===== src/cswk_consts.vh =====
// Constants for the selective wake configuration block.
// Included by cswk_filter_config.v; holds definitions only.
`ifndef CSWK_CONSTS_VH
`define CSWK_CONSTS_VH

// Register addresses (7-bit serial port address space)
`define CSWK_ADDR_CONTROL 7'h20
`define CSWK_ADDR_QUANTA 7'h21
`define CSWK_ADDR_SAMPLE 7'h22
`define CSWK_ADDR_ID3 7'h23
`define CSWK_ADDR_ID2 7'h24
`define CSWK_ADDR_ID1 7'h25
`define CSWK_ADDR_ID0 7'h26
`define CSWK_ADDR_MASK3 7'h27

// Reset values
`define CSWK_RST_CONTROL 8'h00
`define CSWK_RST_QUANTA 8'hA0
`define CSWK_RST_SAMPLE 6'h33
`define CSWK_RST_ZERO 8'h00

// Control register field positions
`define CSWK_CTL_VALID 0
`define CSWK_CTL_TO_IRQ 4
`define CSWK_CTL_UNLOCK_LO 5
`define CSWK_CTL_UNLOCK_HI 6
`define CSWK_CTL_OSC_CALIBRATE_EN 7
`define CSWK_UNLOCK_CODE 2'h3

// Identifier low register field positions
`define CSWK_ID0_IDE 0
`define CSWK_ID0_RTR 1
`define CSWK_ID0_LOW_LSB 2
`define CSWK_ID0_LOW_MSB 6

// Channel mode field: top bit enables frame wake
`define CSWK_MODE_SWK_BIT 2

`endif


===== src/cswk_filter_config.v =====
// Selective wake configuration registers and wake frame match.
// Assumes a decoded serial register port (address, data, write and
// read strobes) and a frame decoder presenting received headers,
// all synchronous to mclk_in. Only the bus transmit pin is external.
`timescale 1ns/1ps
`include "cswk_consts.vh"

// Contract
// - Wake matching only while setup_valid set
// - Wake event and reset clear setup_valid
// - Configuration change clears setup_valid
// - Stop-mode configuration write invalidates setup
// - Calibration unlocked only by code 11
// - Option register writes need unlock 11
// - Calibrate oscillator from bus transmit input
// - Timeout mask bit gates interrupt output
// - Timeout flag updates only with frame wake
// - Quanta per bit register, reset A0
// - Six-bit sample fraction, upper bits zero
// - Identifier spread over four registers
// - IDE bit selects standard or extended
// - Mask one compares, zero ignores bit
// - Reserved bits ignore writes, read zero
// - Restart clears valid bit, keeps rest
// - Mode field top bit enables selective wake
module cswk_filter_config #(
  parameter ADDR_W = 7,
  parameter ID_W = 29
) (
  // Clock and reset
  input wire mclk_in,
  input wire reset_in,
  input wire soft_reset_in,
  input wire restart_in,
  // Register port
  input wire [ADDR_W-1:0] reg_addr_in,
  input wire [7:0] reg_wdata_in,
  input wire reg_write_in,
  input wire reg_read_in,
  input wire reg_opt_write_in,
  input wire reg_can_cfg_write_in,
  output reg [7:0] reg_rdata_out,
  output reg reg_opt_accept_out,
  // Device mode and channel
  input wire stop_mode_in,
  input wire [2:0] chan_mode_in,
  // Received frame header, other wake and bus timeout
  input wire frame_valid_in,
  input wire [ID_W-1:0] frame_ident_in,
  input wire frame_ide_in,
  input wire frame_rtr_in,
  input wire other_wake_in,
  input wire bus_timeout_in,
  // Bus transmit pin
  input wire bus_tx_input,
  // Results
  output reg wake_frame_out,
  output reg setup_valid_out,
  output reg bus_timeout_flag_out,
  output reg irq_out_n,
  output reg osc_calibrate_en_out,
  output reg osc_trim_edge_out,
  output reg [7:0] quanta_per_bit_out,
  output reg [5:0] sample_fraction_out
);

  reg [7:0] control_reg;
  reg [7:0] quanta_reg;
  reg [5:0] sample_reg;
  reg [7:0] ident_hi_byte_reg;
  reg [7:0] ident_mid_byte_reg;
  reg [7:0] ident_lo_byte_reg;
  reg [4:0] ident_low_five_reg;
  reg ide_reg;
  reg rtr_reg;
  reg [7:0] ident_compare_hi_reg;
  reg [2:0] tx_sync_reg;
  reg tx_level_reg;
  reg timeout_seen_reg;

  wire unlocked;
  wire chan_frame_wake_en;
  wire cfg_write;
  wire [ID_W-1:0] stored_ident;
  wire [ID_W-1:0] compare_mask;
  wire match;
  // One write strobe per mapped register
  wire wr_control;
  wire wr_quanta;
  wire wr_sample;
  wire wr_ident3;
  wire wr_ident2;
  wire wr_ident1;
  wire wr_ident0;
  wire wr_mask3;

  assign unlocked = (control_reg[`CSWK_CTL_UNLOCK_HI:`CSWK_CTL_UNLOCK_LO] == `CSWK_UNLOCK_CODE);
  // top mode bit enables frame wake
  assign chan_frame_wake_en = chan_mode_in[`CSWK_MODE_SWK_BIT];

  // Writes to any setup data register besides control
  function is_cfg_addr;
    input [ADDR_W-1:0] a;
    begin
      is_cfg_addr = (a == `CSWK_ADDR_QUANTA) || (a == `CSWK_ADDR_SAMPLE) ||
        (a == `CSWK_ADDR_ID3) || (a == `CSWK_ADDR_ID2) || (a == `CSWK_ADDR_ID1) ||
        (a == `CSWK_ADDR_ID0) || (a == `CSWK_ADDR_MASK3);
    end
  endfunction

  assign cfg_write = reg_write_in && is_cfg_addr(reg_addr_in);

  // Address decode shared by the register processes
  assign wr_control = reg_write_in && (reg_addr_in == `CSWK_ADDR_CONTROL);
  assign wr_quanta = reg_write_in && (reg_addr_in == `CSWK_ADDR_QUANTA);
  assign wr_sample = reg_write_in && (reg_addr_in == `CSWK_ADDR_SAMPLE);
  assign wr_ident3 = reg_write_in && (reg_addr_in == `CSWK_ADDR_ID3);
  assign wr_ident2 = reg_write_in && (reg_addr_in == `CSWK_ADDR_ID2);
  assign wr_ident1 = reg_write_in && (reg_addr_in == `CSWK_ADDR_ID1);
  assign wr_ident0 = reg_write_in && (reg_addr_in == `CSWK_ADDR_ID0);
  assign wr_mask3 = reg_write_in && (reg_addr_in == `CSWK_ADDR_MASK3);

  assign stored_ident = {ident_hi_byte_reg, ident_mid_byte_reg, ident_lo_byte_reg, ident_low_five_reg};
  // Mask bits below 21 are not held here and compare fully
  assign compare_mask = {ident_compare_hi_reg, {(ID_W-8){1'b1}}};

  // identifier, IDE and RTR must all agree
  assign match = (((frame_ident_in ^ stored_ident) & compare_mask) == {ID_W{1'b0}}) &&
    (frame_ide_in == ide_reg) && (frame_rtr_in == rtr_reg);

  // soft reset loads the same values as reset, restart keeps
  always @(posedge mclk_in or posedge reset_in) begin
    if (reset_in) begin
      control_reg <= `CSWK_RST_CONTROL;
    end else if (soft_reset_in) begin
      control_reg <= `CSWK_RST_CONTROL;
    end else if (wr_control) begin
      control_reg[7:4] <= reg_wdata_in[7:4];
      control_reg[3:1] <= 3'h0;
    end
  end

  always @(posedge mclk_in or posedge reset_in) begin
    if (reset_in) begin
      quanta_reg <= `CSWK_RST_QUANTA;
    end else if (soft_reset_in) begin
      quanta_reg <= `CSWK_RST_QUANTA;
    end else if (wr_quanta) begin
      quanta_reg <= reg_wdata_in;
    end
  end

  always @(posedge mclk_in or posedge reset_in) begin
    if (reset_in) begin
      sample_reg <= `CSWK_RST_SAMPLE;
    end else if (soft_reset_in) begin
      sample_reg <= `CSWK_RST_SAMPLE;
    end else if (wr_sample) begin
      sample_reg <= reg_wdata_in[5:0];
    end
  end

  always @(posedge mclk_in or posedge reset_in) begin
    if (reset_in) begin
      ident_hi_byte_reg <= `CSWK_RST_ZERO;
    end else if (soft_reset_in) begin
      ident_hi_byte_reg <= `CSWK_RST_ZERO;
    end else if (wr_ident3) begin
      ident_hi_byte_reg <= reg_wdata_in;
    end
  end

  always @(posedge mclk_in or posedge reset_in) begin
    if (reset_in) begin
      ident_mid_byte_reg <= `CSWK_RST_ZERO;
    end else if (soft_reset_in) begin
      ident_mid_byte_reg <= `CSWK_RST_ZERO;
    end else if (wr_ident2) begin
      ident_mid_byte_reg <= reg_wdata_in;
    end
  end

  always @(posedge mclk_in or posedge reset_in) begin
    if (reset_in) begin
      ident_lo_byte_reg <= `CSWK_RST_ZERO;
    end else if (soft_reset_in) begin
      ident_lo_byte_reg <= `CSWK_RST_ZERO;
    end else if (wr_ident1) begin
      ident_lo_byte_reg <= reg_wdata_in;
    end
  end

  always @(posedge mclk_in or posedge reset_in) begin
    if (reset_in) begin
      ident_low_five_reg <= 5'h00;
      rtr_reg <= 1'b0;
      ide_reg <= 1'b0;
    end else if (soft_reset_in) begin
      ident_low_five_reg <= 5'h00;
      rtr_reg <= 1'b0;
      ide_reg <= 1'b0;
    end else if (wr_ident0) begin
      ident_low_five_reg <= reg_wdata_in[`CSWK_ID0_LOW_MSB:`CSWK_ID0_LOW_LSB];
      rtr_reg <= reg_wdata_in[`CSWK_ID0_RTR];
      ide_reg <= reg_wdata_in[`CSWK_ID0_IDE];
    end
  end

  always @(posedge mclk_in or posedge reset_in) begin
    if (reset_in) begin
      ident_compare_hi_reg <= `CSWK_RST_ZERO;
    end else if (soft_reset_in) begin
      ident_compare_hi_reg <= `CSWK_RST_ZERO;
    end else if (wr_mask3) begin
      ident_compare_hi_reg <= reg_wdata_in;
    end
  end

  // Valid flag: host sets it, hardware clears it
  always @(posedge mclk_in or posedge reset_in) begin
    if (reset_in) begin
      setup_valid_out <= 1'b0;
    end else if (soft_reset_in) begin
      setup_valid_out <= 1'b0;
    end else if (restart_in) begin
      // restart clears only the valid bit
      setup_valid_out <= 1'b0;
    end else if (wake_frame_out || other_wake_in) begin
      setup_valid_out <= 1'b0;
    end else if (cfg_write) begin
      // same edge as the data write
      setup_valid_out <= 1'b0;
    end else if (stop_mode_in && reg_can_cfg_write_in) begin
      setup_valid_out <= 1'b0;
    end else if (reg_write_in && (reg_addr_in == `CSWK_ADDR_CONTROL)) begin
      setup_valid_out <= reg_wdata_in[`CSWK_CTL_VALID];
    end
  end

  // Wake decision, timeout flag and interrupt
  always @(posedge mclk_in or posedge reset_in) begin
    if (reset_in) begin
      wake_frame_out <= 1'b0;
      timeout_seen_reg <= 1'b0;
      bus_timeout_flag_out <= 1'b0;
      irq_out_n <= 1'b1;
    end else if (soft_reset_in) begin
      wake_frame_out <= 1'b0;
      timeout_seen_reg <= 1'b0;
      bus_timeout_flag_out <= 1'b0;
      irq_out_n <= 1'b1;
    end else begin
      wake_frame_out <= frame_valid_in && setup_valid_out && chan_frame_wake_en && match && !wake_frame_out;
      // flag follows timeout only with frame wake
      if (chan_frame_wake_en) begin
        bus_timeout_flag_out <= bus_timeout_in;
      end
      timeout_seen_reg <= bus_timeout_flag_out;
      // unmasked rising timeout pulls interrupt low
      irq_out_n <= !(control_reg[`CSWK_CTL_TO_IRQ] && bus_timeout_flag_out && !timeout_seen_reg);
    end
  end

  // Transmit pin synchroniser and calibration edges
  always @(posedge mclk_in or posedge reset_in) begin
    if (reset_in) begin
      tx_sync_reg <= 3'h7;
      tx_level_reg <= 1'b1;
      osc_calibrate_en_out <= 1'b0;
      osc_trim_edge_out <= 1'b0;
    end else if (soft_reset_in) begin
      tx_sync_reg <= 3'h7;
      tx_level_reg <= 1'b1;
      osc_calibrate_en_out <= 1'b0;
      osc_trim_edge_out <= 1'b0;
    end else begin
      tx_sync_reg <= {tx_sync_reg[1:0], bus_tx_input};
      if (tx_sync_reg[2] == tx_sync_reg[1]) begin
        tx_level_reg <= tx_sync_reg[1];
      end
      // trim only with calibration bit and unlock
      osc_calibrate_en_out <= control_reg[`CSWK_CTL_OSC_CALIBRATE_EN] && unlocked;
      osc_trim_edge_out <= osc_calibrate_en_out && tx_level_reg &&
        (tx_sync_reg[2] == tx_sync_reg[1]) && !tx_sync_reg[1];
    end
  end

  // Read data, option acceptance and timing outputs
  always @(posedge mclk_in or posedge reset_in) begin
    if (reset_in) begin
      reg_rdata_out <= 8'h00;
      reg_opt_accept_out <= 1'b0;
      quanta_per_bit_out <= `CSWK_RST_QUANTA;
      sample_fraction_out <= `CSWK_RST_SAMPLE;
    end else if (soft_reset_in) begin
      // Copies show reset values one edge after soft reset
      reg_rdata_out <= 8'h00;
      reg_opt_accept_out <= 1'b0;
      quanta_per_bit_out <= `CSWK_RST_QUANTA;
      sample_fraction_out <= `CSWK_RST_SAMPLE;
    end else begin
      // option write taken only when unlocked
      reg_opt_accept_out <= reg_opt_write_in && unlocked;
      quanta_per_bit_out <= quanta_reg;
      sample_fraction_out <= sample_reg;
      if (reg_read_in) begin
        if (reg_addr_in == `CSWK_ADDR_CONTROL) begin
          reg_rdata_out <= {control_reg[7:1], setup_valid_out};
        end else if (reg_addr_in == `CSWK_ADDR_QUANTA) begin
          reg_rdata_out <= quanta_reg;
        end else if (reg_addr_in == `CSWK_ADDR_SAMPLE) begin
          reg_rdata_out <= {2'h0, sample_reg};
        end else if (reg_addr_in == `CSWK_ADDR_ID3) begin
          reg_rdata_out <= ident_hi_byte_reg;
        end else if (reg_addr_in == `CSWK_ADDR_ID2) begin
          reg_rdata_out <= ident_mid_byte_reg;
        end else if (reg_addr_in == `CSWK_ADDR_ID1) begin
          reg_rdata_out <= ident_lo_byte_reg;
        end else if (reg_addr_in == `CSWK_ADDR_ID0) begin
          reg_rdata_out <= {1'b0, ident_low_five_reg, rtr_reg, ide_reg};
        end else if (reg_addr_in == `CSWK_ADDR_MASK3) begin
          reg_rdata_out <= ident_compare_hi_reg;
        end else begin
          reg_rdata_out <= 8'h00;
        end
      end
    end
  end

endmodule // cswk_filter_config


===== config.mk =====
export PLATFORM = sky130hd
export DESIGN_NAME = cswk_filter_config
export DESIGN_NICKNAME = d
export VERILOG_FILES = /design/src/cswk_filter_config.v
export VERILOG_INCLUDE_DIRS = /design/src
export SDC_FILE = /design/constraint.sdc
export NUM_CORES = 1
export LEC_CHECK = 0
export ABC_AREA = 1
export BUFFER_PORTS_ARGS = -buffer_cell sky130_fd_sc_hd__buf_2
export CORE_MARGIN = 3
export CORE_UTILIZATION = 25
export DETAILED_ROUTE_END_ITERATION = 16
export GPL_TIMING_DRIVEN = 1
export PLACE_DENSITY_LB_ADDON = 0.25
export SETUP_SLACK_MARGIN = 0.05
export SYNTH_ARGS = -nofsm -noshare
export SYNTH_HDL_FRONTEND = slang
export SYNTH_SLANG_ARGS = --single-unit

===== constraint.sdc =====
create_clock -name mclk_in -period 5.7 [get_ports mclk_in]
set_input_delay 0.57 -clock mclk_in [delete_from_list [all_inputs] [get_ports mclk_in]]
set_output_delay 0.57 -clock mclk_in [all_outputs]
set_load 0.005 [all_outputs]

==> results of run 1 <==
[final timing paths]
path | cells after the start | end
worst max-delay path | 6 | ident_mid_byte_reg[5]
max in group asynchronous | 3 | ident_mid_byte_reg[7]
worst max register to register | 6 | wake_frame_out
worst min register to register | 2 | irq_out_n
worst min-delay path | 2 | quanta_per_bit_out[3]
min in group mclk_in | 2 | tx_sync_reg[0]
[stage by stage]
stage	utilization, %	power [W]	cell area [sq um]
global placement	29.54	0.0008606	5162
finish	31.28	0.001459	5466
detailed placement	29.54	0.0008613	5162
global route	31.28	0.001530	5466
CTS	31.28	0.001480	5466
floorplan	-	0.0007935	4508
[power groups by stage]
stage          Clock (W)  Combinational (W)  Sequential, W
3_3_place_gp           0           0.000157       0.000704
4_1_cts         0.000630           0.000158       0.000693
3_5_place_dp           0           0.000157       0.000704
2_1_floorplan          0          0.0000947       0.000699
5_1_grt         0.000656           0.000179       0.000695
6_report        0.000611           0.000155       0.000693
[final cells by class]
class,instances,area share (%)
well taps,225,5.150
repair buffers,90,8.331
multi-input cells,385,34.01
clock buffers,11,4.440
inverters,71,4.898
clock inverters,5,1.122
flip-flops and latches,91,42.05
[layout by cell type (no fill, tap or decap), drive strengths merged]
master,count
a2111oi,1
a21o,1
a21oi,13
a221oi,1
a22o,1
buf,90
bufinv,1
clkbuf,11
clkinv,1
clkinvlp,3
dfrtp,74
dfstp,17
inv,71
mux2,1
nand2,161
nand3,37
nand3b,1
nand4,3
nor2,50
nor3,2
nor4,3
o2111ai,1
o211ai,4
o21ai,79
o22ai,7
o31ai,2
or2,7
xnor2,3
xor2,7
[layer usage]
metal	track usage [%]	part of all wire, %	up-vias	wire length (um)
li1	-	-	1983	-
met5	0	0	-	0
met1	21.01	49	1865	6696
met4	2.754	0.94	0	128
met2	21.60	45	111	6068
met3	3.892	5.4	9	735
[cells in the mapped netlist, drive strengths merged]
| cell | count |
|---|---|
| buf | 11 |
| o31ai | 2 |
| a2111oi | 1 |
| a221oi | 1 |
| nand4 | 3 |
| nand3 | 37 |
| dfstp | 17 |
| xor2 | 7 |
| xnor2 | 3 |
| o21ai | 79 |
| nand3b | 1 |
| a22o | 1 |
| o22ai | 7 |
| dfrtp | 74 |
| inv | 71 |
| nor4 | 3 |
| mux2 | 1 |
| nand2 | 161 |
| nor3 | 2 |
| nor2 | 50 |
| o2111ai | 1 |
| o211ai | 4 |
| a21o | 1 |
| a21oi | 13 |
| clkbuf | 2 |
| or2 | 7 |
[logic make-up (layout without fill, tap and decap cells)]
family                    Yosys count  after routing  synth area share (%)
AOI/OAI and AO/OA                 110            110                 14.35
buffers and inverters              84            177                 7.771
and+or+nand+nor                   264            264                 24.70
DFF                                91             91                 50.99
muxes                               1              1                0.2498
xor gates and xnor gates           10             10                 1.943
[worst max-delay path: stages]
cell	delay (ps)
buf_2	400
inv_1	390
buf_4	340
nand2_1	220
inv_1	170
mux2_2	290
==> reports/metrics.cfg, run 1 <==
[run_status]
run_status = finished, final reports clean

[logic_synthesis]
netlist_instances = 560
synth_top_area_share_pct = 41.08
synth.distinct_cells = 36
yosysTopAreaCell = dfrtp_1
yosys_warnings = 0
ys_ff_latch = 91
synth.avg_cell_area_sq_um = 8.050
synth_fp_nets = 622
netlist_area_sq_um = 4508
yosysSeqAreaShare_pct = 50.99
synth.area.top_cells = dfrtp_1 (41%), nand2_1 (13%), dfstp_2 (9.9%), o21ai_0 (7.4%), inv_1 (5.4%)

[power_and_ir_drop]
ir_drop_uv = 131.2
switching_share_pct = 25.96
powerDensity_nw_per_um2 = 266.9
p_int_w = 0.001080
pwr-share-comb_pct = 10.6
pwr-share-clk_pct = 41.9
leakage_nw = 2.717
seqPwrFrac_pct = 47.5
netSwitchingPower_w = 0.0003788

[setup_path]
crit_start = soft_reset_in
crit_fanout = 24
r2r-start = ident_hi_byte_reg[5]
cp.required_ps = 5930
startpoint_type = input pin
worstSetupEndpointType = flop
crit_type = in -> reg
cp.arrival_ps = 2400
reg2reg_slack_ps = 4240

[floorplanning]
initial_core_util_pct = 25.79
io_pins = 91
coreArea_sq_um = 17480
die_area_sq_um = 19680
die_h_um = 140.3
die_x_um = 140.3
num_rows = 48

[cts]
root_buffer = clkbuf_16
post_cts_buffers = 0
path_clk_slew_ps = 60
h-tree-depth = 3
cts_resized = 0
ctsHoldBuffers = 0
clockBufferDepth = 2
numCtsBuffers = 9
cts_tree = built
clkLatencyLatePin_ps = 350
cts_sinks = 91

[global_routing]
grt_antenna_before_repair = 0
grtUsageTotal_pct = 14.41
grt_pass1_vias = 3801
grt_pass1_wl_um = 21880
grt_max_degree = 47
grt.overflow.total = 0

[cells_and_area]
finish.net_count = 710
fin_cells = 878
nFillCells = 1902
area_growth_syn_to_layout_pct = 21.26
num_antenna_cells = 0
post_route_cells_drive_above_1_share_pct = 24.20
ff_latch_area_sq_um = 2298
multi_input_area_sq_um = 1859

[detailed_routing]
vias_per_cell = 4.519
drt_iter0_drc = 310
drt-total-wl_um = 13630
post-route-drc-count = 0
postRouteAntennaNets = 0
first_pass_iters = 5
wl_per_cell_um = 15.52
vias = 3968

[timing]
finalCritPeriodShare_pct = 37.94
max_freq_mhz = 462.4
whs_ps = 341.1
fin_crit_ps = 2163
rsz0062_at_grt = no
hold_viol_final = 0
fin_setup_tns_ps = 0
skew_ps = 7.243
relSlewSlack_pct = 46.20
finalSetupViolations = 0
drv_slew = 0
worst_slew_pin_slew_ps = 806.1
finalWorstSetupSlack_ps = 3537

[placed_design]
place_congestion = 0.8314
place_inst = 862
dp_slack_ps = 3164
dp_hpwl_um = 10530
portBuffers = 88

[flow_run]
cap_violations = 0

[worst_hold_path]
hold_path.class = in -> async

No activity file was read; power rests on OpenSTA's default activity.
==> run 2, diff against run 1 <==
- clock period: 5.7 -> 2.05 ns (I/O delays scaled with it)
==> run 2 against run 1 <==
Sequential power increased to 2.8 times the previous value; clock skew decreased by 1.6 ps; final area increased by 0.92%; routed wire length increased by 2.0%; critical path depth decreased by 1; sequential share of layout area decreased by 0.38 points; worst setup slack got worse by 2900 ps; via count decreased by 1.1%; clock-buffer cell count unchanged; clock power increased by 150%; combinational power increased to 2.9 times the previous value; first-iteration DRC count decreased by 12%; critical path type is now reg -> reg.
==> reports/metrics.cfg, run 2 (synthesized netlist as in run 1, its figures left out) <==
[run_status]
run_status = finished, final reports clean

[setup_path]
crit_fanout = 3  ; -88%
r2r_cells = 5  ; -1
startpoint_type = flop
r2r-start = ident_low_five_reg[2]
cp.required_ps = 2330  ; -3600 ps
worstSetupEndpointType = flop
cp.arrival_ps = 1700  ; -700 ps
reg2reg_slack_ps = 620  ; -3620 ps
r2r-end = wake_frame_out
crit_type = reg -> reg

[timing]
drv_slew = 0  ; unchanged
worst_slew_pin_slew_ps = 609.9  ; -196.2 ps
max_freq_mhz = 699.9
skew_ps = 5.665  ; -1.577 ps
fin_crit_ps = 1429
rsz0062_at_grt = no
relSlewSlack_pct = 58.29  ; +12 points
finalCritPeriodShare_pct = 69.70
whs_ps = 41.43  ; -299.7 ps
hold_viol_final = 0  ; unchanged
finalWorstSetupSlack_ps = 621.2  ; -2916 ps
finalSetupViolations = 0  ; unchanged
fin_setup_tns_ps = 0  ; unchanged

[power_and_ir_drop]
seqPwrFrac_pct = 49.7  ; +2.2 points
ir_drop_uv = 390.6  ; +200%
p_int_w = 0.002849  ; +160%
pwr-share-clk_pct = 38.6  ; -3.3 points
netSwitchingPower_w = 0.001035  ; +170%
powerDensity_nw_per_um2 = 704.0  ; +160%
switching_share_pct = 26.64  ; +0.68 points
pwr-share-comb_pct = 11.6  ; +1.0 points
leakage_nw = 2.751  ; +1.2%

[cts]
cts_sinks = 91  ; unchanged
ctsHoldBuffers = 1  ; +1
path_clk_slew_ps = 70  ; about the same
cts_resized = 0  ; unchanged
clockBufferDepth = 2  ; unchanged
numCtsBuffers = 9  ; unchanged
h-tree-depth = 3  ; unchanged
cts_tree = built
post_cts_buffers = 0  ; unchanged
clkLatencyLatePin_ps = 350  ; about the same
root_buffer = clkbuf_16

[detailed_routing]
vias_per_cell = 4.424  ; -2.1%
postRouteAntennaNets = 0  ; unchanged
post-route-drc-count = 0  ; unchanged
drt_iter0_drc = 273  ; -12%
vias = 3924  ; -1.1%
drt-total-wl_um = 13910  ; +2.0%
first_pass_iters = 5  ; unchanged
wl_per_cell_um = 15.68  ; +1.0%

[global_routing]
grtUsageTotal_pct = 14.69  ; +0.28 points
grt_pass1_vias = 3867  ; +1.7%
grt_max_degree = 38  ; -19%
grt.overflow.total = 0  ; unchanged
grt_pass1_wl_um = 22160  ; +1.3%
grt_antenna_before_repair = 0  ; unchanged

[placed_design]
dp_slack_ps = 272.3  ; -2891 ps
portBuffers = 88  ; unchanged
dp_hpwl_um = 10900  ; +3.5%
place_inst = 871  ; +1.0%
place_congestion = 0.8619  ; +3.7%

[flow_run]
cap_violations = 0  ; unchanged

[cells_and_area]
area_growth_syn_to_layout_pct = 22.37
num_antenna_cells = 0  ; unchanged
post_route_cells_drive_above_1_share_pct = 24.92  ; +0.73 points
finish.net_count = 720  ; +1.4%
final_common_cell = nand2_1
final_cell_mix = nand2_1 (155), buf_2 (88), dfrtp_1 (74)
fin_util_pct = 31.56  ; +0.29 points
nFillCells = 1890  ; -0.63%
fin_cells = 887  ; +1.0%

[worst_hold_path]
hp-start = bus_tx_input
worstHoldEndpoint = tx_sync_reg[0]
hold-path-cell-count = 2
hold_path.class = in -> reg

[floorplanning]
die_h_um = 140.3  ; unchanged
io_pins = 91  ; unchanged
initial_core_util_pct = 25.79  ; unchanged
die_area_sq_um = 19680  ; unchanged
die_x_um = 140.3  ; unchanged
num_rows = 48  ; unchanged
coreArea_sq_um = 17480  ; unchanged

==> run 2: changes by cell type in the layout (fill, tap and decap cells not counted), sizes merged <==
cell / previous run / this run
clkinv: 1 / 2
buf: 90 / 99
dlygate4sd3: 0 / 1
inv: 71 / 70
bufinv: 1 / 0
==> run 2: worst max path at each step <==
stage	start	end	depth (start not counted)
2_1_floorplan	reg_addr_in[3]	ident_mid_byte_reg[5]	6
3_3_place_gp	reg_addr_in[4]	rtr_reg	9
3_5_place_dp	reg_addr_in[4]	ident_low_five_reg[2]	9
4_1_cts	ident_low_five_reg[2]	wake_frame_out	5
5_1_grt	reg_addr_in[4]	ident_low_five_reg[2]	9
6_report	ident_low_five_reg[2]	wake_frame_out	5
==> run 2: layout make-up <==
cell class	count	area (sq um)	share of cell area [%]
Multi-Input combinational cell	385	1859	33.70
Timing Repair Buffer	100	545.5	9.889
Clock buffer	11	232.7	4.219
Clock inverter	4	28.78	0.5217
Tap cell	225	281.5	5.103
Sequential cell	91	2298	41.66
Inverter	71	270.3	4.899
==> run 2: metal layers <==
layer	vias up	routed length, um	global-route usage [%]	part of all wire [%]
met3	15	768	3.995	5.5
met4	0	229	4.131	1.6
met1	1816	6910	21.40	50
li1	1999	-	-	-
met2	94	5998	21.37	43
met5	-	0	0	0
==> run 2: metrics by stage <==
step	total power (W)	instance area, sq um
detailed placement	0.002418	5245
CTS	0.003951	5517
global placement	0.002418	5245
floorplan	0.002207	4512
finish	0.003883	5517
global route	0.004097	5517
==> run 2: worst max-delay path, stage by stage (launching register included) <==
cell and delay (ps):
dfrtp_1 410, xnor2_1 300, nand2_1 80, nor4_1 330
nand3_1 130, nor2_1 120
==> run 2: power groups by stage <==
stage | sequential [W] | combinational (W) | clock [W]
CTS | 0.00193 | 0.000460 | 0.00156
detailed placement | 0.00196 | 0.000456 | 0
finish | 0.00193 | 0.000452 | 0.00150
global route | 0.00194 | 0.000519 | 0.00164
floorplan | 0.00194 | 0.000264 | 0
global placement | 0.00196 | 0.000455 | 0
==> run 3, diff against run 2 <==
- clock period: 2.05 -> 1.2 ns (I/O delays scaled with it)
==> run 3 against run 2 <==
Global-route usage rose by 0.49 points; final area rose by 18%; largest power group unchanged; via count rose by 9.1%; critical path depth rose by 1; power rose by 81%; register-to-register slack got worse by 680 ps; the flow now finishes with violations (negative setup slack); sequential power rose by 71%; flip-flop and latch count did not move; routed wire length rose by 7.8%.
==> reports/metrics.cfg, run 3 (synthesized netlist as in run 1, its figures left out) <==
[cts]
clockBufferDepth = 2  ; unchanged
clkLatencyLatePin_ps = 350  ; about the same
root_buffer = clkbuf_16
h-tree-depth = 3  ; unchanged
path_clk_slew_ps = 60  ; about the same
numCtsBuffers = 9  ; unchanged
cts_sinks = 91  ; unchanged
cts_tree = built

[detailed_routing]
drt_iter0_drc = 339  ; +24%
vias = 4283  ; +9.1%
wl_per_cell_um = 15.56  ; -0.73%
first_pass_iters = 4  ; -1
postRouteAntennaNets = 0  ; unchanged
drt-total-wl_um = 14990  ; +7.8%
vias_per_cell = 4.448  ; +0.53%
post-route-drc-count = 0  ; unchanged

[timing]
relSlewSlack_pct = 62.28  ; +4.0 points
finalWorstSetupSlack_ps = -54.16  ; -675.4 ps
max_freq_mhz = 797.3  ; +14%
finalSetupViolations = 2  ; +2
drv_slew = 0  ; unchanged
hold_viol_final = 0  ; unchanged
whs_ps = 13.95  ; -27.47 ps
fin_crit_ps = 1254  ; -174.6 ps
worst_slew_pin_slew_ps = 563.8  ; -46.13 ps
rsz0062_at_grt = yes
finalCritPeriodShare_pct = 104.5  ; +35 points
skew_ps = 6.939  ; +1.274 ps

[global_routing]
grt_max_degree = 56  ; +47%
grtUsageTotal_pct = 15.17  ; +0.49 points
grt_pass1_wl_um = 22910  ; +3.4%
grt_pass1_vias = 4109  ; +6.3%
grt_antenna_before_repair = 0  ; unchanged
grt.overflow.total = 0  ; unchanged

[floorplanning]
die_area_sq_um = 19680  ; unchanged
die_x_um = 140.3  ; unchanged
initial_core_util_pct = 25.79  ; unchanged
die_h_um = 140.3  ; unchanged
coreArea_sq_um = 17480  ; unchanged
io_pins = 91  ; unchanged
num_rows = 48  ; unchanged

[cells_and_area]
post_route_cells_drive_above_1_share_pct = 41.06  ; +16 points
fin_area_sq_um = 6502  ; +18%
num_antenna_cells = 0  ; unchanged
final_cell_mix = nand2_1 (137), buf_2 (86), dfrtp_1 (72)
area_growth_syn_to_layout_pct = 44.24
finish.net_count = 795  ; +10%
fin_util_pct = 37.21  ; +5.6 points
fin_cells = 963  ; +8.6%
final_common_cell = nand2_1

[setup_path]
crit_top_cell = nand3_2
cp.arrival_ps = 1530  ; -170 ps
crit_chain = xor2_1 -> nand2_1 -> nand3_2 -> nor3_2 -> nand3_2 -> nor2_1
startpoint_type = flop
cp.required_ps = 1480  ; -850 ps
crit_type = reg -> reg
crit_fanout = 2  ; -1
slowest_stage = dfrtp_1
cpPeakStageDelay_ps = 410  ; about the same
worstSetupEndpointType = flop

[placed_design]
dp_hpwl_um = 11580  ; +6.2%
postPlaceCellArea_sq_um = 5798  ; +11%
dp_slack_ps = -308.7  ; -581.1 ps
portBuffers = 88  ; unchanged
place_congestion = 0.8602  ; -0.20%
place_inst = 933  ; +7.1%

[power_and_ir_drop]
ir_drop_uv = 628.3  ; +61%
leakage_nw = 3.250  ; +18%
powerDensity_nw_per_um2 = 1080  ; +53%

[run_status]
violations = negative setup slack
run_status = finished with violations

[worst_hold_path]
hold_path.class = in -> reg

[flow_run]
cap_violations = 0  ; unchanged

## run 3: power breakdown
group / leakage (nW) / internal (W) / switching (W)
clock: 0.133 / 0.00146 / 0.00119
combinational: 1.94 / 0.000452 / 0.000624
sequential: 1.17 / 0.00321 / 0.0000853
## run 3: path summary, 6_finish.rpt
kind                                      startpoint            endpoint  slack (ps)  cells past startpoint
worst max-delay path            ident_hi_byte_reg[3]      wake_frame_out         -50                      6
worst min-delay path                reg_opt_write_in  reg_opt_accept_out          10                      3
worst max register to register  ident_hi_byte_reg[3]      wake_frame_out         -50                      6
worst min register to register      timeout_seen_reg           irq_out_n         450                      2
max in group asynchronous                   reset_in           irq_out_n         450                      4
min in group asynchronous                   reset_in       quanta_reg[4]         400                      4
## run 3: per-stage QoR
step	TNS, ps	total power (W)
2_1_floorplan	0	0.003783
3_3_place_gp	-14180	0.004308
3_5_place_dp	-14360	0.004311
4_1_cts	-91.25	0.007042
5_1_grt	-422.7	0.007326
6_report	-64.80	0.007022
## run 3: final cells by class
cell class              instances  area, sq um
fillers                      1821        10970
flip-flops and latches         91         2301
multi-input cells             385         2143
repair buffers                174         1210
inverters                      71        287.8
well taps                     225        281.5
clock buffers                  12        246.5
clock inverters                 4        26.28
repair inverters                1        6.256
## run 3: repair_timing
action | CTS | global route
cloned | 0 | 1
buffers inserted | 2 | 10
gates resized for setup | 29 | 72
pin swaps | 10 | 38
endpoints found under the hold margin | 76 | 0
hold buffers | 3 | 0
setup endpoints to repair | 9 | 38
## run 3: metal layers
metal,vias up,wire [um],track usage [%]
li1,2160,-,-
met1,2019,7117,21.19
met2,89,7050,24.22
met3,15,592,2.697
met4,0,229,4.284
met5,-,0,0
## run 3: worst max-delay path: cells and delay by family (launching register included)
kind	cells	cell delay, ps
AND/OR/NAND/NOR	5	610
XOR/XNOR	1	170
flip-flops	1	410
